File: src/inc/ssq_defs.svh
// Constants of the start-up sequencer and setpoint select block
`ifndef SSQ_DEFS_SVH
`define SSQ_DEFS_SVH
`define SSQ_CLK_MHZ         200
`define SSQ_INIT_MS         5
`define SSQ_INIT_CYC        (`SSQ_INIT_MS * 1000 * `SSQ_CLK_MHZ)
`define SSQ_MIN_DLY_MS      2
`define SSQ_MIN_DLY_CYC     (`SSQ_MIN_DLY_MS * 1000 * `SSQ_CLK_MHZ)
`define SSQ_US_CYC          `SSQ_CLK_MHZ
`define SSQ_MV_W            13
`define SSQ_MV_MIN          13'd600
`define SSQ_MV_MAX          13'd5000
`define SSQ_MV_LOW          13'd1200
`define SSQ_MV_OPEN         13'd1500
`define SSQ_MV_HIGH         13'd3300
`define SSQ_RCODE_W         5
`define SSQ_RCODE_NUM       31
`endif

File: src/inc/ssq_pkg.sv
// Types of the start-up sequencer and setpoint select block
package ssq_pkg;
  typedef enum logic [1:0] {
    SSQ_PIN_LOW,
    SSQ_PIN_OPEN,
    SSQ_PIN_HIGH,
    SSQ_PIN_RES
  } ssq_pin_t;

  typedef struct packed {
    ssq_pin_t   mode;
    logic [4:0] rcode;
  } ssq_strap_t;

  typedef struct packed {
    logic        valid;
    logic        restore;
    logic        vout_wr;
    logic [12:0] vout_mv;
  } ssq_cmd_t;

  typedef struct packed {
    logic        valid;
    logic [12:0] vout_mv;
  } ssq_nvm_t;
endpackage

File: src/core/ssq_sequencer.sv
// Start-up sequencer with output setpoint selection and soft-start timing
`timescale 1ns/1ps
`include "ssq_defs.svh"
module ssq_sequencer #(
  parameter int unsigned INIT_CYC    = `SSQ_INIT_CYC,
  parameter int unsigned MIN_DLY_CYC = `SSQ_MIN_DLY_CYC
) (
  input  wire logic              clock_i,
  input  wire logic              rstn_i,
  input  wire logic              enable_i,
  input  wire ssq_pkg::ssq_strap_t output_level_select_pin_i,
  input  wire ssq_pkg::ssq_nvm_t nvm_i,
  input  wire ssq_pkg::ssq_cmd_t cmd_i,
  input  wire logic [15:0]       ss_delay_us_i,
  input  wire logic [15:0]       ss_ramp_us_i,
  output logic                   ready_o,
  output logic                   ramping_o,
  output logic                   ramp_done_o,
  output logic [12:0]            vout_target_o,
  output logic [12:0]            vout_ref_o,
  output logic [13:0]            output_ceiling_limit_o
);
  import ssq_pkg::*;

  typedef enum logic [2:0] {
    ST_MEMCHK, ST_PINCHK, ST_READY, ST_DELAY, ST_RAMP, ST_ON
  } ssq_state_t;

  // Resistor code to millivolts
  function automatic logic [12:0] rcode_mv(input logic [4:0] c);
    logic [12:0] v;
    v = 13'h0000;
    case (c)
      5'd0:  v = 13'd600;   5'd1:  v = 13'd700;   5'd2:  v = 13'd750;
      5'd3:  v = 13'd800;   5'd4:  v = 13'd900;   5'd5:  v = 13'd1000;
      5'd6:  v = 13'd1100;  5'd7:  v = 13'd1200;  5'd8:  v = 13'd1250;
      5'd9:  v = 13'd1300;  5'd10: v = 13'd1400;  5'd11: v = 13'd1500;
      5'd12: v = 13'd1600;  5'd13: v = 13'd1700;  5'd14: v = 13'd1800;
      5'd15: v = 13'd1900;  5'd16: v = 13'd2000;  5'd17: v = 13'd2100;
      5'd18: v = 13'd2200;  5'd19: v = 13'd2300;  5'd20: v = 13'd2400;
      5'd21: v = 13'd2500;  5'd22: v = 13'd2600;  5'd23: v = 13'd2700;
      5'd24: v = 13'd2800;  5'd25: v = 13'd2900;  5'd26: v = 13'd3000;
      5'd27: v = 13'd3100;  5'd28: v = 13'd3200;  5'd29: v = 13'd3300;
      5'd30: v = 13'd5000;
      default: v = 13'd600;
    endcase
    return v;
  endfunction

  function automatic logic [12:0] strap_mv(input ssq_strap_t s);
    logic [12:0] v;
    v = `SSQ_MV_OPEN;
    case (s.mode)
      SSQ_PIN_LOW:  v = `SSQ_MV_LOW;
      SSQ_PIN_OPEN: v = `SSQ_MV_OPEN;
      SSQ_PIN_HIGH: v = `SSQ_MV_HIGH;
      SSQ_PIN_RES:  v = rcode_mv(s.rcode);
      default:      v = `SSQ_MV_OPEN;
    endcase
    return v;
  endfunction

  ssq_state_t  state_q,  state_d;
  logic [31:0] cnt_q,    cnt_d;
  logic [31:0] us_q,     us_d;
  logic [12:0] tgt_q,    tgt_d;
  logic [12:0] ref_q,    ref_d;
  logic [13:0] ceil_q,   ceil_d;
  logic [31:0] dly_cyc;
  logic [31:0] ramp_cyc;
  logic [31:0] step_cyc;
  logic        cmd_ok;
  logic        restore;

  always_comb begin
    dly_cyc = 32'(ss_delay_us_i) * `SSQ_US_CYC;
    if (dly_cyc < MIN_DLY_CYC) begin
      dly_cyc = MIN_DLY_CYC;
    end
    ramp_cyc = 32'(ss_ramp_us_i) * `SSQ_US_CYC;
    // Cycles per millivolt step; zero ramp time steps every cycle
    step_cyc = (tgt_q == 13'h0000) ? 32'h1 : ramp_cyc / 32'(tgt_q);
    if (step_cyc == 32'h0) begin
      step_cyc = 32'h1;
    end
    // Commands are dropped while initialising
    cmd_ok  = cmd_i.valid && (state_q != ST_MEMCHK) &&
              (state_q != ST_PINCHK);
    restore = cmd_ok && cmd_i.restore;
  end

  always_comb begin
    state_d = state_q;
    cnt_d   = cnt_q;
    us_d    = us_q;
    tgt_d   = tgt_q;
    ref_d   = ref_q;
    ceil_d  = ceil_q;
    // A restore in the same command outranks the write
    if (cmd_ok && cmd_i.vout_wr && !cmd_i.restore &&
        cmd_i.vout_mv >= `SSQ_MV_MIN && cmd_i.vout_mv <= `SSQ_MV_MAX) begin
      tgt_d = cmd_i.vout_mv;
    end
    case (state_q)
      ST_MEMCHK: begin
        cnt_d = cnt_q + 32'h1;
        if (cnt_q + 32'h1 >= INIT_CYC) begin
          if (nvm_i.valid) begin
            tgt_d = nvm_i.vout_mv;
          end
          cnt_d   = 32'h0;
          state_d = ST_PINCHK;
        end
      end
      ST_PINCHK: begin
        // Pin values override stored ones, as the last load wins
        tgt_d   = strap_mv(output_level_select_pin_i);
        ceil_d  = 14'(strap_mv(output_level_select_pin_i)) +
                  14'(strap_mv(output_level_select_pin_i) / 13'd10);
        state_d = ST_READY;
      end
      ST_READY: begin
        ref_d = 13'h0000;
        cnt_d = 32'h0;
        if (enable_i) begin
          state_d = ST_DELAY;
        end
      end
      ST_DELAY: begin
        cnt_d = cnt_q + 32'h1;
        if (!enable_i) begin
          state_d = ST_READY;
        end else if (cnt_q + 32'h1 >= dly_cyc) begin
          cnt_d   = 32'h0;
          us_d    = 32'h0;
          state_d = ST_RAMP;
        end
      end
      ST_RAMP: begin
        us_d = us_q + 32'h1;
        if (!enable_i) begin
          state_d = ST_READY;
        end else if (ref_q >= tgt_q) begin
          ref_d   = tgt_q;
          state_d = ST_ON;
        end else if (us_q + 32'h1 >= step_cyc) begin
          us_d  = 32'h0;
          ref_d = ref_q + 13'd1;
        end
      end
      ST_ON: begin
        ref_d = tgt_q;
        if (!enable_i) begin
          state_d = ST_READY;
        end
      end
      default: state_d = ST_MEMCHK;
    endcase
    if (restore) begin
      cnt_d   = 32'h0;
      ref_d   = 13'h0000;
      state_d = ST_MEMCHK;
    end
  end

  always_ff @(posedge clock_i or negedge rstn_i) begin
    if (!rstn_i) begin
      state_q <= ST_MEMCHK;
      cnt_q   <= 32'h0;
      us_q    <= 32'h0;
      tgt_q   <= `SSQ_MV_OPEN;
      ref_q   <= 13'h0000;
      ceil_q  <= 14'h0000;
    end else begin
      state_q <= state_d;
      cnt_q   <= cnt_d;
      us_q    <= us_d;
      tgt_q   <= tgt_d;
      ref_q   <= ref_d;
      ceil_q  <= ceil_d;
    end
  end

  always_ff @(posedge clock_i or negedge rstn_i) begin
    if (!rstn_i) begin
      ready_o                <= 1'b0;
      ramping_o              <= 1'b0;
      ramp_done_o            <= 1'b0;
      vout_target_o          <= 13'h0000;
      vout_ref_o             <= 13'h0000;
      output_ceiling_limit_o <= 14'h0000;
    end else begin
      ready_o                <= (state_d != ST_MEMCHK) &&
                                (state_d != ST_PINCHK);
      ramping_o              <= state_d == ST_RAMP;
      ramp_done_o            <= state_d == ST_ON;
      vout_target_o          <= tgt_d;
      vout_ref_o             <= ref_d;
      output_ceiling_limit_o <= ceil_d;
    end
  end
endmodule

File: config.mk
export PLATFORM = sky130hd
export DESIGN_NAME = ssq_sequencer
export DESIGN_NICKNAME = d
export VERILOG_FILES = /design/src/inc/ssq_pkg.sv /design/src/core/ssq_sequencer.sv
export VERILOG_INCLUDE_DIRS = /design/src /design/src/inc
export SDC_FILE = /design/constraint.sdc
export NUM_CORES = 1
export LEC_CHECK = 0
export ABC_CLOCK_PERIOD_IN_PS = 147800
export CELL_PAD_IN_SITES_DETAIL_PLACEMENT = 1
export CELL_PAD_IN_SITES_GLOBAL_PLACEMENT = 2
export CORE_MARGIN = 4
export CORE_UTILIZATION = 43
export DETAILED_ROUTE_END_ITERATION = 8
export DONT_BUFFER_PORTS = 1
export PLACE_DENSITY = 0.95
export REMOVE_ABC_BUFFERS = 1
export SETUP_SLACK_MARGIN = 0.3
export SLEW_MARGIN = 20
export SYNTH_ARGS = -nofsm -noshare
export SYNTH_HDL_FRONTEND = slang
export SYNTH_SLANG_ARGS = --single-unit
File: constraint.sdc
create_clock -name clock_i -period 147.8 [get_ports clock_i]
set_clock_uncertainty 0.2 [all_clocks]
set_input_delay 29.56 -clock clock_i [delete_from_list [all_inputs] [get_ports clock_i]]
set_output_delay 29.56 -clock clock_i [all_outputs]
set_load 0.05 [all_outputs]
Word level (Yosys, flattened, before mapping)
Memory sizes are Yosys's and may differ from the RTL's.
Index checks and enable logic that the tools add are counted.
{"block": "classes", "mux": 37, "n_reduce_logical": 20, "mul": 2, "n_addsub": 4, "n_lt_le_gt_ge": 7, "eq_ne": 16, "n_div": 2}
{"operator": "2-to-1 mux 32 bit", "n": 11}
{"operator": "case mux 13 bit (4 select lines)", "n": 3}
{"operator": "2-to-1 mux 13 bit", "n": 9}
{"operator": "case mux 32 bit (3 select lines)", "n": 1}
{"operator": "adder 32 x 1 -> 32 bit, second input constant", "n": 2}
{"operator": "greater-or-equal comparator 32 bit", "n": 2}
{"operator": "case mux 32 bit (2 select lines)", "n": 1}
{"operator": "multiplier 16 x 5 -> 21 bit, second input constant", "n": 2}
{"operator": "case mux 13 bit (3 select lines)", "n": 1}
{"operator": "divider 24 x 13 -> 32 bit", "n": 1}
{"operator": "greater-or-equal comparator 32 x 20 -> 1 bit, second input constant", "n": 1}
{"operator": "zero test 32 bit", "n": 1}
{"operator": "case mux 13 bit (2 select lines)", "n": 1}
{"operator": "< comparator 24 x 19 -> 1 bit, second input constant", "n": 1}
{"operator": "2-to-1 mux 24 bit", "n": 1}
{"operator": "2-to-1 mux 3 bit", "n": 8}
{"operator": "case mux 3 bit (6 select lines)", "n": 1}
{"operator": "adder 13 x 14 -> 14 bit", "n": 1}
{"operator": "divider 13 x 4 -> 14 bit, second input constant", "n": 1}
{"operator": "adder 13 x 1 -> 13 bit, second input constant", "n": 1}
{"operator": "greater-or-equal comparator 13 x 10 -> 1 bit, second input constant", "n": 1}
{"operator": "greater-or-equal comparator 13 bit", "n": 1}
{"operator": "less-or-equal comparator 13 bit, second input constant", "n": 1}
{"operator": "zero test 13 bit", "n": 1}
{"operator": "17 further kinds", "n": 34}
{"block": "totals", "elab_cells": 101, "memories": 3, "regBits": 123, "output_inout_bits": 43, "rom_bits": 1152}
{"name": "(no name shown)", "words": 32, "width": 12, "rd": 1, "rd_ports_with_merged_regs": 0, "wr": 0, "line_no": "ssq_sequencer.sv:33", "rtl": "case (c)"}
{"name": "(no name shown)", "words": 32, "width": 12, "rd": 1, "rd_ports_with_merged_regs": 0, "wr": 0, "line_no": "ssq_sequencer.sv:33"}
{"name": "(no name shown)", "words": 32, "width": 12, "rd": 1, "rd_ports_with_merged_regs": 0, "wr": 0, "line_no": "ssq_sequencer.sv:33"}

Logic depth before layout (Yosys ltp)
Gate-level depths: netlist of run 1.
{"block": "logic_depth", "word_depth": 11, "ltp_mapped": 558, "mapped_depth_nobuf": 521}

Worst setup path before layout of run 1
OpenSTA, ideal clock, no wires.
{"block": "synth_path", "kind": "input to register", "start": "input port ss_ramp_us_i[1]", "end": "register vout_ref_o[11]", "setup_slack_ns": 17.110, "n_path_buf": 44, "arrival_time_ns": 130.357, "t_required_ns": 147.467, "stages": 536, "cell_sequence": "inv_1 ha_1 ha_1 ha_1 inv_1 fa_1 nand2b_1 a211oi_2 o21ai_1 xor2_1 inv_1 a211o_1 or2_1 buf_4 or4_1 nor2_1 ha_1 o21a_1 (+500 left out) a21oi_1 nor2b_1 o21ai_0 nand2b_1 a21oi_1 nor2b_1 o21ai_0 nand2b_1 a21oi_1 nand2_1 a21oi_1 o22ai_1 nand3_1 or2_2 clkbuf_1 a31oi_1 o21ai_0 o21ai_0"}
{"block": "synth_between", "elab_chain_len": 8}
{"element": "from (decl)", "line_no": "ssq_sequencer.sv:15", "rtl": "input wire logic [15:0] ss_ramp_us_i,"}
{"element": "multiplier 16 x 5 -> 21 bit (no source line) *"}
{"element": "divider 24 x 13 -> 32 bit *", "line_no": "ssq_sequencer.sv:82", "rtl": "step_cyc = (tgt_q == 13'h0000) ? 32'h1 : ramp_cyc / 32'(tgt_q);"}
{"element": "2-to-1 mux 32 bit *", "line_no": "ssq_sequencer.sv:82"}
{"element": "zero test 32 bit", "line_no": "ssq_sequencer.sv:83", "rtl": "if (step_cyc == 32'h0) begin"}
{"element": "2-to-1 mux 32 bit *", "line_no": "ssq_sequencer.sv:83"}
{"element": "greater-or-equal comparator 32 bit *", "line_no": "ssq_sequencer.sv:146", "rtl": "end else if (us_q + 32'h1 >= step_cyc) begin"}
{"element": "inequality test 4 bit (no source line) *"}
{"element": "AND reduction 3 bit (no source line) *"}
{"element": "to (signal assigned)", "line_no": "ssq_sequencer.sv:198", "rtl": "vout_ref_o <= ref_d;"}
{"element": "to (decl)", "line_no": "ssq_sequencer.sv:20", "rtl": "output logic [12:0] vout_ref_o,"}
Mark *: on every way between the ends. The rest lies on a longest branch, timed or not.
A chain may end at the register's enable or synchronous reset.

Final worst setup path of run 1
Ends and elaborated chain as after synthesis.

==> results of run 1 <==
layer usage:
layer / up-vias / part of all wire / global-route usage
met2: 763 / 0.46 / 0.445
met5: - / 0 / 0
met3: 113 / 0.051 / 0.0314
met1: 17785 / 0.48 / 0.370
li1: 17528 / - / -
met4: 0 / 0.014 / 0.0462
worst reg2reg max path: cells and delay by family, from the launching register on:
| family | cells | cell delay [ns] |
|---|---|---|
| compound gates | 315 | 64.21 |
| fa+ha+maj | 33 | 10.08 |
| simple gates | 132 | 27.52 |
| buf+inv | 16 | 2.70 |
| mux | 8 | 2.71 |
| flops | 1 | 0.64 |
logic make-up after synthesis:
group                    after synthesis
buffers and inverters                372
AO/OA/AOI/OAI                       1465
AND/OR/NAND/NOR                     1891
flip-flops                           117
multiplexers                         119
adder cells (fa/ha/maj)              554
XOR/XNOR                             251
other                                  2
what timing repair did:
action,4_1_cts,5_1_grt
endpoints found under the setup margin,0,45
gates resized for setup,0,40
setup buffers,0,6
sequential cells by signal (all words and copies together) (netlist names):
register	count
ready_o	1
ramp_done_o	1
tgt_q	8
state_q	3
vout_ref_o	13
output_ceiling_limit_o	14
ramping_o	1
cnt_q	32
vout_target_o	12
us_q	32
how the worst max path moves through the flow:
stage | start | end | slack (ns) | depth (start not counted)
detailed placement | ss_ramp_us_i[1] | vout_ref_o[11] | 3.71 | 510
finish | ss_ramp_us_i[1] | vout_ref_o[11] | 9.19 | 512
global route | ss_ramp_us_i[1] | vout_ref_o[11] | 0.15 | 511
floorplan | ss_ramp_us_i[1] | vout_ref_o[11] | 15.66 | 491
global placement | ss_ramp_us_i[1] | vout_ref_o[11] | 8.58 | 512
CTS | ss_ramp_us_i[1] | vout_ref_o[11] | 3.61 | 510
layout make-up:
cell class / instances / area share
repair buffers: 47 / 0.00967
clock buffers: 17 / 0.0117
well taps: 1050 / 0.0360
multi-input cells: 4286 / 0.836
inverters: 222 / 0.0228
flip-flops and latches: 117 / 0.0805
clock inverters: 15 / 0.00367
cell usage in the layout (no fill, tap or decap), types with 17 or more instances in the layout:
cell	count
ha_1	527
nor2_1	425
nand2_1	422
a21oi_1	318
o21ai_0	294
nor3_1	263
o21a_1	259
inv_1	221
xnor2_1	152
nand3_1	117
dfrtp_1	110
nand2b_1	98
xor2_1	98
o31ai_1	95
and3_1	77
mux2_2	75
a21o_1	70
or2_2	70
nand4_1	70
nor2b_1	63
and2_1	52
buf_4	47
or3_1	46
a31oi_1	37
mux2i_1	37
o211ai_1	32
nor4_1	31
o21ai_1	29
o21bai_1	26
a211oi_1	25
fa_1	24
o22ai_1	20
clkbuf_16	17
metrics by stage:
step                      worst slack [ns]  hold WS, ns  area (µm²)   util  cells
final                                 9.19        0.306       36500  0.459   5754
after global routing                 0.153        0.344       36500  0.459   5754
after CTS                             3.61        0.313       36200  0.456   5747
after detailed placement              3.71        0.299       35700  0.449   5715
after global placement                8.58        0.279       35700  0.449   5715
after floorplan                      15.66        0.266       34000      -   4624
==> impl_metrics.toml, run 1 <==
[sta]
period_needed_ns = 138.61
max_freq_mhz = 7.21
worst_pin_slew_ns = 1.05
period_share = 0.938
finalSetupViolations = 0
fin_tns_setup_ns = 0
hold_viol = 0
rsz0062_at_grt = "false"
slew_headroom = 0.300
final-max-slew-violation-count = 0

[logic_synthesis]
synthTopCellsByArea = "ha_1 (19%), dfrtp_1 (7.9%), o21a_1 (5.6%), nor2_1 (4.6%), nand2_1 (4.6%)"
synth_adder_area_share = 0.205
synthMuxAreaShare = 0.0383
ys_warn_count = 0
synth_edf_count = 0
synthesis.area_um2 = 34700
synth_top_area_frac = 0.190
yosysMostFrequentCell = "ha_1"
synth_top_family_by_area = "compound AO/OA/AOI/OAI gates"
yosysUniqueCellTypes = 140
synth_area_per_cell_um2 = 7.28
dominantRegCellSynth = "dfrtp_1"
synthArstFlopShare = 1.00
yosys.area_share.simple = 0.279
synth_compound_area_frac = 0.285
synth-xor-area-share = 0.0633
netlist_instances = 4771
synth.ff_latch_count = 117
synth_top_area_cell = "ha_1"
yosysSeqAreaShare = 0.0845
synth_common_cells = "ha_1 (527), nor2_1 (429), nand2_1 (428), a21oi_1 (320), o21ai_0 (294)"

[place]
port_buffers = 0
place.detailed.hpwl_um = 94300
gp_congestion = 0.921

[final_layout]
nets = 5314
multiInputGateArea_um2 = 30500
syn_to_final_growth_pct = 5.05
seqCellArea_um2 = 2940
n_fill_cell = 10134
drive_above_1_share = 0.0782
insertedDiodeCount = 0

[worst_setup_path]
crit_fanout = 36
path_common_cell = "o21a_1"
start_kind = "input pin"
worstPathRequired_ns = 147.90
crit_family = "compound AO/OA/AOI/OAI gates"
endpoint_kind = "flip-flop"
r2r-start = "vout_target_o[9]"
cp.arrival_ns = 138.71
cpMaxStageDelayCell = "or4_1"
worst-path-buf-inv = 18
r2r_end = "vout_ref_o[11]"
ff2ff_path_depth = 504
path_class = "in -> reg"
slowest_delay_ns = 0.63
reg2reg_slack_ns = 39.47

[detailed_routing]
vias = 36189
first_pass_iters = 5
drcViolationCount = 0
viasPerCell = 6.29
ant_nets = 0
wl_per_cell_um = 20.6
wirelength_um = 119000
drt_iter0_markers = 2142

[floorplanning]
start_util = 0.437
ios = 115
die_h_um = 292
coreArea_um2 = 79500
dieWidth_um = 292
rows = 103
die-area_um2 = 85400

[global_routing]
grt_pass1_wl_um = 192000
grt_overflow_total = 0
antenna_found_initial = 0
grt_max_degree = 118
first_global_vias = 36421
grt_usage = 0.265

[clock_tree]
cts_tree = "built"
cts_num_sinks = 117
cts.path.max_buffers = 2
postCtsHoldBufs = 0
numCtsBuffers = 17
cts-root-buf = "clkbuf_16"
htree_levels = 4
clock_latency_ns = 0.43
clkTransAtPathRegs_ns = 0.06

[run_status]
status = "completed"

[worst_hold_path]
whs_path_depth = 2
hold_start = "us_q[31]"
holdCritPathClass = "reg -> reg"
hold_path_end = "us_q[31]"

[job]
drv_cap = 0
Power of run 1 is not shown: default switching activity piles up to over one toggle a cycle in this logic, so the estimate is an artifact.
==> inputs of run 2 (changes only) <==
- GPL_TIMING_DRIVEN: default -> 0
==> run 2 against run 1 <==
  * Worst hold slack better by 0.017 ns
  * Fmax is 0.61% lower
  * First-iteration DRC count is 10% higher
  * Utilization grew 0.78 points
  * Cell count is 0.33% higher
  * Via count rose by 0.37%
  * Critical path type unchanged
  * Critical endpoint is now vout_ref_o[9]
  * Largest cell class unchanged
==> impl_metrics.toml, run 2 (same netlist as run 1, synthesis figures left out) <==
[floorplanning]
ios = 115
die_h_um = 292
rows = 103
die-area_um2 = 85400
coreArea_um2 = 79500
dieWidth_um = 292
start_util = 0.437

[clock_tree]
cts_num_sinks = 117
cts.path.max_buffers = 2
numCtsBuffers = 17
clkTransAtPathRegs_ns = 0.06
cts_tree = "built"
cts-root-buf = "clkbuf_16"
htree_levels = 4
clock_latency_ns = 0.44
postCtsHoldBufs = 0

[sta]
period_needed_ns = 139.46
slew_headroom = 0.246
max_freq_mhz = 7.17
period_share = 0.944
rsz0062_at_grt = "false"
layout_setup_ws_ns = 8.34
finalSetupViolations = 0
final-max-slew-violation-count = 0
whs_ns = 0.324
worst_pin_slew_ns = 1.13
hold_viol = 0

[worst_setup_path]
slowest_delay_ns = 0.71
r2r-start = "vout_target_o[11]"
cp.arrival_ns = 139.55
crit_fanout = 29
start_kind = "input pin"
path_class = "in -> reg"
endpoint_kind = "flip-flop"
cpMaxStageDelayCell = "a41oi_2"
startpoint = "ss_ramp_us_i[1]"
crit_family = "compound AO/OA/AOI/OAI gates"
worstPathRequired_ns = 147.89
path_common_cell = "o21a_1"
worst-path-buf-inv = 20

[final_layout]
biggestRegsByFlops = "cnt_q x32, us_q x32, output_ceiling_limit_o x14"
drive_above_1_share = 0.0896
layout_commonest_cell = "ha_1"
insertedDiodeCount = 0
most-common-layout-cells = "ha_1 (527), nand2_1 (421), nor2_1 (419)"
finalInstanceArea_um2 = 37100
syn_to_final_growth_pct = 6.84
nets = 5333

[place]
port_buffers = 0
gp_congestion = 0.890
place.detailed.hpwl_um = 93000
place_area_um2 = 35900
pre_cts_ws_ns = -1.63

[global_routing]
grt_pass1_wl_um = 189000
grt_overflow_total = 0
antenna_found_initial = 0
grt_max_degree = 118
first_global_vias = 36680
grt_usage = 0.259

[detailed_routing]
drt_iter0_markers = 2363
viasPerCell = 6.29
wl_per_cell_um = 20.2
ant_nets = 0
first_pass_iters = 5
drcViolationCount = 0
wirelength_um = 117000
vias = 36323

[worst_hold_path]
hold_start = "us_q[14]"
holdCritPathClass = "reg -> reg"

[run_status]
status = "completed"

[job]
drv_cap = 0
-- run 2: final cells by class --
| type | count | area [µm²] |
|---|---|---|
| Clock buffer | 17 | 425 |
| Fill cell | 10019 | 42400 |
| Clock inverter | 15 | 161 |
| Tap cell | 1050 | 1310 |
| Sequential cell | 117 | 2940 |
| Multi-Input combinational cell | 4288 | 30700 |
| Inverter | 222 | 833 |
| Timing Repair Buffer | 64 | 736 |
-- run 2: worst paths after layout --
path | to | slack, ns | depth (start not counted)
worst min-delay path | us_q[14] | 0.32 | 2
worst max register to register | vout_ref_o[9] | 38.12 | 503
max in group asynchronous | tgt_q[4] | 118.50 | 0
worst max-delay path | vout_ref_o[9] | 8.34 | 512
worst min register to register | us_q[14] | 0.32 | 2
min in group asynchronous | vout_target_o[8] | 28.63 | 0
-- run 2: stage by stage --
step                TNS (ns)  cells  utilization
floorplan                  0   4624            -
global placement     -286.15   5674        0.444
detailed placement    -44.38   5700        0.451
CTS                        0   5732        0.459
global route               0   5773        0.467
finish                     0   5773        0.467
-- run 2: metal layers --
layer / wire length (µm) / part of all wire / up-vias / global-route usage
met3: 5420 / 0.046 / 108 / 0.0301
met4: 1640 / 0.014 / 0 / 0.0400
li1: - / - / 17584 / -
met1: 54700 / 0.47 / 17947 / 0.353
met2: 54900 / 0.47 / 684 / 0.449
met5: 0 / 0 / - / 0
-- run 2: worst register-to-register path: cells and delay by family, from the launching register on --
kind	cells	cell delay, ns
AOI/OAI and AO/OA	314	65.56
and+or+nand+nor	132	28.37
adders and majority gates	33	9.93
buffers and inverters	17	2.59
muxes	7	2.24
DFF	1	0.78
-- run 2: repair_timing --
item / 4_1_cts / 5_1_grt
setup buffers: 0 / 37
pin swaps: 0 / 10
cloned: 0 / 3
endpoints found under the setup margin: 45 / 45
resized for setup: 7 / 64
Power of run 2 is left out for the same reason.
